===== src/design/bdmd_pkg.sv =====
// Package for the branch and data-move execution block.
// Assumes a 16-bit instruction word plus one extension word for direct access.
package bdmd_pkg;

  // Instruction classes in bits [15:12]
  localparam logic [3:0] OP_BRANCH = 4'h1;
  localparam logic [3:0] OP_COPY   = 4'h2;
  localparam logic [3:0] OP_IMM    = 4'h3;
  localparam logic [3:0] OP_PIN    = 4'h4;
  localparam logic [3:0] OP_POUT   = 4'h5;
  localparam logic [3:0] OP_PRD    = 4'h6;
  localparam logic [3:0] OP_PWR    = 4'h7;
  localparam logic [3:0] OP_DRD    = 4'h8;
  localparam logic [3:0] OP_DWR    = 4'h9;
  localparam logic [3:0] OP_ARD    = 4'hA;
  localparam logic [3:0] OP_AWR    = 4'hB;
  localparam logic [3:0] OP_PMRD   = 4'hC;

  // Status flag positions
  localparam logic [2:0] FLAG_C = 3'h0;
  localparam logic [2:0] FLAG_Z = 3'h1;
  localparam logic [2:0] FLAG_N = 3'h2;
  localparam logic [2:0] FLAG_V = 3'h3;
  localparam logic [2:0] FLAG_S = 3'h4;
  localparam logic [2:0] FLAG_H = 3'h5;
  localparam logic [2:0] FLAG_T = 3'h6;
  localparam logic [2:0] FLAG_I = 3'h7;

  // Pointer select and address modes
  localparam logic [1:0] PTR_X      = 2'h0;
  localparam logic [1:0] PTR_Y      = 2'h1;
  localparam logic [1:0] PTR_Z      = 2'h2;
  localparam logic [1:0] MODE_PLAIN = 2'h0;
  localparam logic [1:0] MODE_POST  = 2'h1;
  localparam logic [1:0] MODE_PRE   = 2'h2;

  // Register indices
  localparam logic [4:0] IDX_R0   = 5'h00;
  localparam logic [4:0] IDX_IMM  = 5'h10;
  localparam logic [4:0] IDX_X_LO = 5'h1A;
  localparam logic [4:0] IDX_Y_LO = 5'h1C;
  localparam logic [4:0] IDX_Z_LO = 5'h1E;

  // Software-visible map
  localparam logic [5:0] ADR_STATUS = 6'h20;
  localparam logic [5:0] ADR_PC_LO  = 6'h21;
  localparam logic [5:0] ADR_PC_HI  = 6'h22;

  localparam logic [7:0]  GPR_RESET = 8'h00;
  localparam logic [15:0] PC_RESET  = 16'h0000;

  // Cycle counts
  localparam int CYC_BR_NOT = 1;
  localparam int CYC_BR_TAK = 2;
  localparam int CYC_DMEM   = 2;
  localparam int CYC_PMEM   = 3;

  typedef enum logic [2:0] {
    ST_IDLE, ST_BR, ST_LD, ST_ST, ST_PM1, ST_PM2
  } bdmd_state_e;

  function automatic logic [15:0] bdmd_sext_k(input logic [6:0] k);
    return {{9{k[6]}}, k};
  endfunction

endpackage


===== src/design/bdmd_rf_if.sv =====
// Interface between the executor and the general register file.
// Assumes one clock; all reads are combinational.
`timescale 1ns/1ps
interface bdmd_rf_if;
  logic [4:0]  ra_idx;
  logic [7:0]  ra_data;
  logic [4:0]  rb_idx;
  logic [7:0]  rb_data;
  logic        we;
  logic [4:0]  w_idx;
  logic [7:0]  w_data;
  logic        pwe;
  logic [1:0]  p_sel;
  logic [15:0] p_wdata;
  logic [15:0] x;
  logic [15:0] y;
  logic [15:0] z;

  modport core (output ra_idx, rb_idx, we, w_idx, w_data, pwe, p_sel,
                p_wdata, input ra_data, rb_data, x, y, z);
  modport rf   (input ra_idx, rb_idx, we, w_idx, w_data, pwe, p_sel,
                p_wdata, output ra_data, rb_data, x, y, z);
endinterface


===== src/design/bdmd_regfile.sv =====
// General register file, 32 by 8, with X, Y, Z pointer views.
// Assumes a single clock; pointer write overrides a byte write to its pair.
`timescale 1ns/1ps
module bdmd_regfile (
  input  wire logic clk_i,
  input  wire logic rst_n_i,
  bdmd_rf_if.rf     rf
);
  import bdmd_pkg::*;

  logic [7:0] gpr_q [32];
  logic [4:0] plo;

  assign rf.ra_data = gpr_q[rf.ra_idx];
  assign rf.rb_data = gpr_q[rf.rb_idx];
  assign rf.x       = {gpr_q[IDX_X_LO + 5'h01], gpr_q[IDX_X_LO]};
  assign rf.y       = {gpr_q[IDX_Y_LO + 5'h01], gpr_q[IDX_Y_LO]};
  assign rf.z       = {gpr_q[IDX_Z_LO + 5'h01], gpr_q[IDX_Z_LO]};
  assign plo = (rf.p_sel == PTR_X) ? IDX_X_LO :
               (rf.p_sel == PTR_Y) ? IDX_Y_LO : IDX_Z_LO;

  always_ff @(posedge clk_i or negedge rst_n_i) begin
    if (!rst_n_i) begin
      for (int i = 0; i < 32; i++) gpr_q[i] <= GPR_RESET;
    end else begin
      if (rf.we) gpr_q[rf.w_idx] <= rf.w_data;
      if (rf.pwe) begin
        gpr_q[plo]          <= rf.p_wdata[7:0];
        gpr_q[plo + 5'h01]  <= rf.p_wdata[15:8];
      end
    end
  end
endmodule // bdmd_regfile


===== src/design/bdmd_branch.sv =====
// Relative branch condition and target evaluation.
// Assumes status flags arrive from the shared status register, same clock.
`timescale 1ns/1ps
module bdmd_branch #(
  parameter int PC_W = 16
) (
  input  wire logic [7:0]      sreg_i,
  input  wire logic [2:0]      sel_i,
  input  wire logic            pol_i,
  input  wire logic [6:0]      k_i,
  input  wire logic [PC_W-1:0] pc_i,
  output logic                 take_o,
  output logic [PC_W-1:0]      target_o
);
  import bdmd_pkg::*;

  logic flag;

  // Signed tests use N xor V directly
  assign flag = (sel_i == FLAG_S) ? (sreg_i[FLAG_N] ^ sreg_i[FLAG_V])
                                  : sreg_i[sel_i];
  // Polarity 1 branches on a set flag, 0 on a clear flag
  assign take_o = (flag == pol_i);
  // Same test serves the remaining flags
  assign target_o = pc_i + PC_W'(bdmd_sext_k(k_i)) + PC_W'(1);
endmodule // bdmd_branch


===== src/design/bdmd_core.sv =====
// Executor for relative branches, register moves, data memory, program
// memory and port transfers. Assumes memories answer one cycle after a
// read strobe and ports answer in the same cycle; flags are owned outside.
//
// Functional notes
// - Carry-clear and same-or-higher branches jump only when C=0.
// - Signed greater-or-equal branch taken when N xor V is 0.
// - Signed less-than branch taken when N xor V is 1.
// - Half-carry-set branch jumps only when H=1; flags untouched.
// - Half-carry-clear branch jumps only when H=0; flags untouched.
// - T-set branch jumps only when T=1.
// - T-clear branch jumps only when T=0.
// - Overflow-set branch jumps only when V=1.
// - Overflow-clear branch jumps only when V=0.
// - Interrupt-enabled branch jumps only when I=1.
// - Interrupt-disabled branch jumps only when I=0.
// - Register copy moves source to destination in one cycle.
// - Post-increment load reads at pointer, then pointer+1; two cycles.
// - Pre-decrement load: pointer-1, then read new address; two cycles.
// - Displaced load reads pointer+q, pointer unchanged; two cycles.
// - Direct load reads absolute address from instruction; two cycles.
// - Post-increment store writes at pointer, then pointer+1; two cycles.
// - Pre-decrement store decrements pointer, writes there; two cycles.
// - Displaced store writes pointer+q, pointer unchanged; two cycles.
// - Direct store writes absolute address, two cycles, no flags.
//
// The address map and strobed register access were decided locally.
`timescale 1ns/1ps
module bdmd_core #(
  parameter int PC_W = 16
) (
  input  wire logic        MCLK_I,
  input  wire logic        RESETN_I,
  input  wire logic [15:0] INSTR_I,
  input  wire logic [15:0] INSTR_EXT_I,
  input  wire logic        INSTR_VALID_I,
  output logic             READY_O,
  output logic             RETIRE_O,
  output logic [15:0]      PC_O,
  input  wire logic [7:0]  SREG_I,
  output logic [15:0]      DM_ADDR_O,
  output logic [7:0]       DM_WDATA_O,
  output logic             DM_RE_O,
  output logic             DM_WE_O,
  input  wire logic [7:0]  DM_RDATA_I,
  output logic [15:0]      PM_ADDR_O,
  output logic             PM_RE_O,
  input  wire logic [15:0] PM_RDATA_I,
  output logic [5:0]       IO_ADDR_O,
  output logic [7:0]       IO_WDATA_O,
  output logic             IO_RE_O,
  output logic             IO_WE_O,
  input  wire logic [7:0]  IO_RDATA_I,
  input  wire logic [5:0]  REG_ADDR_I,
  input  wire logic [7:0]  REG_WDATA_I,
  input  wire logic        REG_WR_I,
  input  wire logic        REG_RD_I,
  output logic [7:0]       REG_RDATA_O
);
  import bdmd_pkg::*;

  if (PC_W < 8 || PC_W > 16) begin : g_chk
    $error("PC_W must lie between 8 and 16");
  end

  bdmd_rf_if rf ();

  bdmd_state_e      state_q;
  bdmd_state_e      state_d;
  logic [PC_W-1:0]  pc_q;
  logic [PC_W-1:0]  br_tgt_q;
  logic [4:0]       dst_q;
  logic             pm_hi_q;
  logic [7:0]       pm_byte_q;
  logic [7:0]       reg_rdata_q;

  logic [3:0]       op;
  logic             acc;
  logic             is_br;
  logic             is_ld;
  logic             is_st;
  logic             is_pm;
  logic             br_take;
  logic [PC_W-1:0]  br_tgt;
  logic [1:0]       ptr_sel;
  logic [1:0]       mode;
  logic [15:0]      ptr;
  logic [15:0]      eaddr;
  logic             core_we;

  function automatic logic [15:0] ptr_of(input logic [1:0] sel,
                                         input logic [15:0] x,
                                         input logic [15:0] y,
                                         input logic [15:0] z);
    return (sel == PTR_X) ? x : (sel == PTR_Y) ? y : z;
  endfunction

  assign op      = INSTR_I[15:12];
  assign READY_O = (state_q == ST_IDLE);
  assign acc     = INSTR_VALID_I && READY_O;
  assign is_br   = (op == OP_BRANCH);
  assign is_ld   = (op == OP_PRD) || (op == OP_DRD) || (op == OP_ARD);
  assign is_st   = (op == OP_PWR) || (op == OP_DWR) || (op == OP_AWR);
  assign is_pm   = (op == OP_PMRD);
  assign mode    = INSTR_I[4:3];
  assign ptr_sel = (op == OP_PRD || op == OP_PWR) ? INSTR_I[6:5]
                 : (INSTR_I[6] ? PTR_Z : PTR_Y);
  assign ptr     = ptr_of(ptr_sel, rf.x, rf.y, rf.z);

  bdmd_branch #(.PC_W(PC_W)) u_branch (
    .sreg_i   (SREG_I),
    .sel_i    (INSTR_I[10:8]),
    .pol_i    (INSTR_I[11]),
    .k_i      (INSTR_I[6:0]),
    .pc_i     (pc_q),
    .take_o   (br_take),
    .target_o (br_tgt)
  );

  bdmd_regfile u_regfile (
    .clk_i   (MCLK_I),
    .rst_n_i (RESETN_I),
    .rf      (rf)
  );

  // Effective data address
  always_comb begin
    case (op)
      OP_PRD, OP_PWR: eaddr = (mode == MODE_PRE) ? ptr - 16'h0001
                                                 : ptr;
      OP_DRD, OP_DWR: eaddr = ptr + {10'h000, INSTR_I[5:0]};
      OP_ARD, OP_AWR: eaddr = INSTR_EXT_I;
      default:        eaddr = 16'h0000;
    endcase
  end

  assign DM_ADDR_O  = eaddr;
  assign DM_RE_O    = acc && is_ld;
  assign DM_WE_O    = acc && is_st;
  assign DM_WDATA_O = rf.ra_data;
  assign PM_ADDR_O  = {1'b0, rf.z[15:1]};
  assign PM_RE_O    = acc && is_pm;
  assign IO_ADDR_O  = INSTR_I[5:0];
  assign IO_WDATA_O = rf.ra_data;
  assign IO_RE_O    = acc && (op == OP_PIN);
  assign IO_WE_O    = acc && (op == OP_POUT);

  // Pointer update for post-increment and pre-decrement forms
  assign rf.p_sel   = ptr_sel;
  assign rf.pwe     = acc && (op == OP_PRD || op == OP_PWR) &&
                      (mode == MODE_POST || mode == MODE_PRE);
  assign rf.p_wdata = (mode == MODE_POST) ? ptr + 16'h0001
                                          : ptr - 16'h0001;

  // Source operand for copy and stores and port output
  always_comb begin
    case (op)
      OP_COPY: rf.ra_idx = INSTR_I[4:0];
      OP_POUT: rf.ra_idx = INSTR_I[10:6];
      default: rf.ra_idx = INSTR_I[11:7];
    endcase
  end
  assign rf.rb_idx = REG_ADDR_I[4:0];

  // Single register write port; core first, software when core is quiet
  always_comb begin
    core_we     = 1'b1;
    rf.w_idx    = dst_q;
    rf.w_data   = DM_RDATA_I;
    if (state_q == ST_LD) begin
      rf.w_data = DM_RDATA_I;
    end else if (state_q == ST_PM2) begin
      rf.w_data = pm_byte_q;
    end else if (acc && op == OP_COPY) begin
      rf.w_idx  = INSTR_I[9:5];
      rf.w_data = rf.ra_data;
    end else if (acc && op == OP_IMM) begin
      rf.w_idx  = IDX_IMM + {1'b0, INSTR_I[11:8]};
      rf.w_data = INSTR_I[7:0];
    end else if (acc && op == OP_PIN) begin
      rf.w_idx  = INSTR_I[10:6];
      rf.w_data = IO_RDATA_I;
    end else begin
      core_we   = 1'b0;
      rf.w_idx  = REG_ADDR_I[4:0];
      rf.w_data = REG_WDATA_I;
    end
  end
  assign rf.we = core_we || (REG_WR_I && !REG_ADDR_I[5]);

  // Sequencing of multi-cycle forms
  always_comb begin
    state_d = state_q;
    case (state_q)
      ST_IDLE: begin
        if (acc) begin
          if (is_br && br_take) state_d = ST_BR;
          else if (is_ld)       state_d = ST_LD;
          else if (is_st)       state_d = ST_ST;
          else if (is_pm)       state_d = ST_PM1;
        end
      end
      ST_PM1:  state_d = ST_PM2;
      ST_BR, ST_LD, ST_ST, ST_PM2: state_d = ST_IDLE;
      default: state_d = ST_IDLE;
    endcase
  end

  always_ff @(posedge MCLK_I or negedge RESETN_I) begin
    if (!RESETN_I) state_q <= ST_IDLE;
    else           state_q <= state_d;
  end

  assign RETIRE_O = (acc && state_d == ST_IDLE) ||
                    (state_q != ST_IDLE && state_d == ST_IDLE);

  // Program counter
  always_ff @(posedge MCLK_I or negedge RESETN_I) begin
    if (!RESETN_I) begin
      pc_q     <= PC_W'(PC_RESET);
      br_tgt_q <= PC_W'(PC_RESET);
    end else if (state_q == ST_BR) begin
      pc_q     <= br_tgt_q;
    end else if (acc) begin
      br_tgt_q <= br_tgt;
      if (!(is_br && br_take)) begin
        pc_q <= pc_q + ((op == OP_ARD || op == OP_AWR) ? PC_W'(2)
                                                       : PC_W'(1));
      end
    end
  end
  assign PC_O = 16'(pc_q);

  // Destination and program memory byte capture
  always_ff @(posedge MCLK_I or negedge RESETN_I) begin
    if (!RESETN_I) begin
      dst_q     <= IDX_R0;
      pm_hi_q   <= 1'b0;
      pm_byte_q <= 8'h00;
    end else begin
      if (acc) begin
        dst_q   <= (is_pm && !INSTR_I[6]) ? IDX_R0 : INSTR_I[11:7];
        pm_hi_q <= rf.z[0];
      end
      if (state_q == ST_PM1) begin
        pm_byte_q <= pm_hi_q ? PM_RDATA_I[15:8] : PM_RDATA_I[7:0];
      end
    end
  end

  // Software read port, data one cycle after the strobe
  always_ff @(posedge MCLK_I or negedge RESETN_I) begin
    if (!RESETN_I) begin
      reg_rdata_q <= 8'h00;
    end else if (REG_RD_I) begin
      case (REG_ADDR_I)
        ADR_STATUS: reg_rdata_q <= {7'h00, !READY_O};
        ADR_PC_LO:  reg_rdata_q <= PC_O[7:0];
        ADR_PC_HI:  reg_rdata_q <= PC_O[15:8];
        default:    reg_rdata_q <= REG_ADDR_I[5] ? 8'h00 : rf.rb_data;
      endcase
    end
  end
  assign REG_RDATA_O = reg_rdata_q;

  // Checks
  logic [15:0] exp_tgt;
  logic        br_acc;
  assign exp_tgt = PC_O + bdmd_sext_k(INSTR_I[6:0]) + 16'h0001;
  assign br_acc  = acc && is_br;
endmodule // bdmd_core


===== config.mk =====
export PLATFORM = sky130hd
export DESIGN_NAME = bdmd_core
export DESIGN_NICKNAME = d
export VERILOG_FILES = /design/src/design/bdmd_pkg.sv /design/src/design/bdmd_rf_if.sv /design/src/design/bdmd_regfile.sv /design/src/design/bdmd_branch.sv /design/src/design/bdmd_core.sv
export SDC_FILE = /design/constraint.sdc
export NUM_CORES = 1
export LEC_CHECK = 0
export ABC_AREA = 1
export BUFFER_PORTS_ARGS = -buffer_cell sky130_fd_sc_hd__buf_2
export CAP_MARGIN = 20
export CORE_MARGIN = 2
export CORE_UTILIZATION = 50
export DETAILED_ROUTE_END_ITERATION = 7
export PLACE_DENSITY_LB_ADDON = 0.1
export SLEW_MARGIN = 20
export SYNTH_ARGS = -nofsm -noshare
export SYNTH_HDL_FRONTEND = slang
export SYNTH_SLANG_ARGS = --single-unit

===== constraint.sdc =====
create_clock -name MCLK_I -period 3.6 [get_ports MCLK_I]
set_input_delay 0.18 -clock MCLK_I [delete_from_list [all_inputs] [get_ports MCLK_I]]
set_output_delay 0.18 -clock MCLK_I [all_outputs]
set_load 0.01 [all_outputs]

# After elaboration in Yosys (flattened, before gate mapping)
# Index checks and enable logic that the tools add are counted.
# op_classes
mux,59
n_eq_ne,25
bitwise,7
add_sub_neg,8
magnitude_cmp,9
reduce_logical,40
# op_table
operator,n
$bwmux 256,3
$mux 256,2
$demux 8 s5,3
$mux 16,7
$mux 8,14
$bmux 8 s5,2
$pmux 16 s3,1
$mux 5,7
$add 16x1->16 const B,2
$ge 6x6->1 const B,5
$not 5->6,5
$pmux 8 s3,1
$eq 4x4->1 const B,5
$eq 6x6->1 const B,3
$logic_and 1x1->1,18
$lt 6x1->1 const B,3
$add 16x16->16,1
$add 16x2->16,1
$add 16x6->16,1
$eq 4x3->1 const B,4
$sub 16x1->16 const B,1
$mux 3,5
$pmux 5 s2,1
$eq 3x3->1 const B,3
25 further kinds,50
# totals
ff_bits,313
output_inout_bits,85

# Longest topological paths before layout
# logic_depth
depth_word,18
depth_mapped,24

# Cells and area by module
# Synthesis repeated with hierarchy kept, for this count alone.
# hier_totals
cells_unflattened,3457
area_unflattened_um2,22343.9
# by_module_without_submodules
module,instances,cells_each,area_per_inst_um2
bdmd_regfile,1,2258,15208.3
bdmd_core,1,977,6014.5
bdmd_branch,1,222,1121.1

# Worst setup path after synthesis
# Ideal clock, no wire load.
# synth_path
path_kind,input to output
startpoint,input INSTR_I[13]
endpoint,output DM_ADDR_O[12]
required_time_ns,3.420
cell_stages,18
path_buffers,1
path_slack_ns,0.651
arrival_ns,2.769
cell_sequence,buf_4 inv_2 nor2_1 nand2_1 nand2_2 o221ai_1 inv_1 ha_1 fa_1 a31oi_1 nor2_1 o21ai_0 nand2_1 nand4_1 o21ai_0 a21oi_1 a21oi_1 o21ai_0
# synth_between
elab_chain_len,9
word_cells_on_any_way,19
classes_between,add/sub: 2; eq/ne: 7; mux: 5; reduce/logical: 5
# synth_rtl
item,line,text
start: declaration,bdmd_core.sv:34,"input wire logic [15:0] INSTR_I,"
$eq 4x3->1,"bdmd_core.sv:106, bdmd_core.sv:128",
$logic_or 1x1->1,bdmd_core.sv:106,assign ptr_sel = (op == OP_PRD || op == OP_PWR) ? INSTR_I[6:5]
$mux 2,bdmd_core.sv:106,
$eq 2x1->1,bdmd_core.sv:95,return (sel == PTR_X) ? x : (sel == PTR_Y) ? y : z;
$mux 16 (2 in a row),bdmd_core.sv:95,
$sub 16x1->16,bdmd_core.sv:129,"OP_PRD, OP_PWR: eaddr = (mode == MODE_PRE) ? ptr - 16'h0001"
$mux 16,bdmd_core.sv:129,
$pmux 16 s3 (*),bdmd_core.sv:128,case (op)
end: declaration,bdmd_core.sv:41,"output logic [15:0] DM_ADDR_O,"
# Every way passes the cells marked *; elsewhere a longest branch is shown, timed or not.

# Final worst setup path
# layout_path
startpoint,register u_regfile.gpr_q (netlist bit u_regfile.rf.z[1])
endpoint,output DM_ADDR_O[11]
# layout_between
elab_chain_len,5
word_cells_on_any_way,6
classes_between,add/sub: 2; mux: 4
# layout_rtl
item,line,text
start: declaration,bdmd_regfile.sv:11,logic [7:0] gpr_q [32];
start signal: indexed assignment,bdmd_regfile.sv:26,if (rf.we) gpr_q[rf.w_idx] <= rf.w_data;
start signal: indexed assignment,bdmd_regfile.sv:28,gpr_q[plo] <= rf.p_wdata[7:0];
start signal: indexed assignment,bdmd_regfile.sv:29,gpr_q[plo + 5'h01] <= rf.p_wdata[15:8];
$mux 16 (*) (2 in a row),bdmd_core.sv:95,
$sub 16x1->16,bdmd_core.sv:129,
$mux 16,bdmd_core.sv:129,
$pmux 16 s3 (*),bdmd_core.sv:128,
# Marked as above.

==> flow_metrics.py <==
metrics = {
    "synthesis": {
        "syn_avg_cell_area_um2": 6.84,
        "syn-instance-count": 3154,
        "syn-num-nets": 3273,
        "synthArstFlopShare_pct": 100,
        "yosysUniqueCellTypes": 55,
        "synth-edff-count": 0,
        "synth_ff_type": "dfrtp_1",
        "ys_seq_elements": 313,
        "syn_area_um2": 21600,
        "ys_warn_count": 0,
        "ys_seq_area_share_pct": 36.3,
    },
    "setup_path": {
        "r2r_slack_ns": 0.23,
        "path_common_cell": "nand2_1",
        "ff2ff_path_depth": 18,
        "cp.arrival_ns": 3.24,
        "cp-endpoint": "DM_ADDR_O[11]",
        "critical_path.max_stage_delay_ns": 0.46,
        "slowest_stage": "dfrtp_2",
        "critPathBufInv": 2,
        "cp_max_fo": 5,
        "crit_path_start": "u_regfile.rf.z[1]",
        "crit_path_start_kind": "register",
        "cp-end-kind": "output pin",
        "path_cells": "o221ai_4, inv_2, ha_1, a31oi_1, nor2_1, nor2_1, o21bai_1, nand2_1, nand2_2, nand2_1, nor2_4, nand2_1, xor2_1, o211ai_1, buf_2",
        "cpLargestDelayFamily": "simple AND/OR/NAND/NOR gates",
        "path_class": "reg -> out",
        "path_depth": 15,
        "regToRegStartpoint": "state_q[1]",
        "cp.required_ns": 3.42,
    },
    "timing": {
        "hold_violations": 0,
        "rsz0062_at_grt": "yes",
        "fmax_mhz": 293,
        "max_slew.worst_pin.slew_ns": 0.946,
        "fin_ws_ns": 0.183,
        "relSlewSlack_pct": 36.9,
        "slew_viol_final": 0,
        "finalSetupViolCount": 0,
        "skew_ns": 0.0220,
        "min_period_ns": 3.42,
        "finalCritPeriodShare_pct": 94.9,
    },
    "run": {
        "cap_violations": 0,
    },
    "clock_network": {
        "path_clk_slew_ns": 0.06,
        "clock_latency_ns": 0.58,
        "cts_buffer_depth": 3,
        "cts.sinks": 313,
        "cts_tree": "built",
        "ctsRootBufferMaster": "clkbuf_16",
        "cts_made_buffers": 39,
        "cts_max_level": 2,
    },
    "finish": {
        "n_fill_cell": 4085,
        "layout_common_cells": "nand2_1, nand3_1, inv_1, dfrtp_1, nor2_1",
        "nets": 3424,
        "layout_commonest_cell": "nand2_1",
        "final_layout_size_suffix_gt1_share_pct": 13.9,
        "area_growth_pct": 14.8,
        "final_cells": 3882,
    },
    "power": {
        "power.density_nw_per_um2": 734,
        "pwr-share-seq_pct": 33.6,
        "combPwrFrac_pct": 43.3,
        "power.internal_uw": 10400,
        "p_switching_uw": 7730,
        "clock_power_share_pct": 23.0,
        "ir_worst_vdd_uv": 566,
        "power_leakage_uw": 0.0118,
        "sw_frac_of_total_pct": 42.6,
    },
    "placement": {
        "port_buffers": 173,
        "placed_cells": 3786,
        "routabilityCongestion": 0.977,
        "dp_hpwl_um": 60500,
        "dp_slack_ns": 0.130,
    },
    "floorplan": {
        "ioPinCount": 176,
        "fp-row-count": 76,
        "chipWidth_um": 212,
        "dieArea_um2": 44800,
        "initial_core_util_pct": 50.4,
        "die_y_um": 212,
        "core-area_um2": 42800,
    },
    "routing": {
        "vias_per_cell": 6.01,
        "drt_pass1_iterations": 6,
        "wl_um": 85200,
        "vias": 23341,
        "drt_iter0_markers": 2632,
        "wire_per_inst_um": 21.9,
        "drc": 0,
        "antenna_left": 0,
    },
    "status": {
        "status": "completed",
    },
    "grt": {
        "grt_pass1_vias": 21985,
        "grt_start_max_net_pins": 101,
        "grt_usage_pct": 37.9,
        "grt_pass1_wl_um": 130000,
        "overflow": 0,
        "antenna_found_initial": 2,
    },
    "hold_path": {
        "worstHoldPathType": "in -> reg",
    },
}
## worst register-to-register path, delay by kind of cell (launching register included)
family | cells | cell delay (ns)
simple gates | 11 | 1.96
flops | 1 | 0.44
compound gates | 3 | 0.26
buf+inv | 4 | 0.62
## layer usage
| metal | part of all wire (%) | global-route usage (%) | vias up |
|---|---|---|---|
| met3 | 9.5 | 6.32 | 205 |
| met5 | 0 | 0 | - |
| met2 | 45 | 58.7 | 1318 |
| li1 | - | - | 10752 |
| met4 | 3.4 | 14.2 | 0 |
| met1 | 42 | 53.2 | 11066 |
## power groups by stage
stage | registers (µW) | clock network, µW | logic, µW
after CTS | 6070 | 4220 | 7680
after global placement | 6070 | 0 | 7450
after global routing | 6270 | 4370 | 8740
after floorplan | 5830 | 0 | 5420
after detailed placement | 6110 | 0 | 7630
final | 6100 | 4180 | 7870
## logic make-up after synthesis
family                     share of synthesized area (%)
other                                             0.0174
AOI/OAI and AO/OA                                   19.4
adders and majority gates                           1.73
xor gates and xnor gates                            1.10
DFF                                                 36.3
buffers and inverters                               12.4
and+or+nand+nor                                     29.1
## synthesized netlist by cell type (all sizes together), types with 5 or more instances
cell,n,area (µm²)
a21oi,174,882
a221oi,12,105
a31oi,5,31.3
and2,5,31.3
buf,116,747
clkbuf,77,289
clkinv,5,18.8
dfrtp,313,7830
ha,25,313
inv,430,1620
nand2,766,2960
nand3,430,2180
nand3b,7,52.6
nand4,9,56.3
nor2,207,842
nor3,17,101
o2111ai,11,96.3
o211ai,48,360
o21ai,307,1540
o21bai,5,37.5
o221ai,22,255
o22ai,90,563
o311ai,21,184
or2,5,31.3
xnor2,7,61.3
xor2,20,175
## timing repair
item | CTS | global route
gates resized for setup | 1 | 19
setup endpoints to repair | 2 | 11
setup buffers | 0 | 3
pin swaps | 0 | 4
endpoints found under the hold margin | 114 | 0
hold buffers | 21 | 0
## stage by stage
step                      util, %  total power (µW)  hold WS (ns)  TNS (ns)  cell area [µm²]
after floorplan                 -             11300        -0.116         0            21600
after global placement       54.0             13500         0.261         0            23100
after detailed placement     54.0             13700         0.275         0            23100
after CTS                    57.6             18000       0.00934         0            24600
after global routing         57.8             19400        0.0381   -0.0314            24700
final                        57.8             18200        0.0425         0            24700
## cell type report
type	instances	area, µm²	share of cell area (%)
Clock buffer	53	1090	4.40
Sequential cell	313	7840	31.7
Clock inverter	16	246	0.996
Tap cell	546	683	2.76
Inverter	435	1640	6.61
Antenna cell	3	7.51	0.0303
Multi-Input combinational cell	2213	11100	45.0
Timing Repair Buffer	303	2100	8.50
## worst min-delay path by stage
stage | startpoint | endpoint | slack [ns] | depth (start not counted)
3_3_place_gp | RESETN_I | async pin | 0.26 | 1
5_1_grt | INSTR_I[7] | dst_q[0] | 0.04 | 3
2_1_floorplan | RESETN_I | PC_O[0] | -0.12 | 0
4_1_cts | INSTR_I[7] | dst_q[0] | 0.009 | 3
6_report | INSTR_I[7] | dst_q[0] | 0.04 | 3
3_5_place_dp | RESETN_I | async pin | 0.28 | 1
Note: power is estimated with default switching activity, not from simulation.
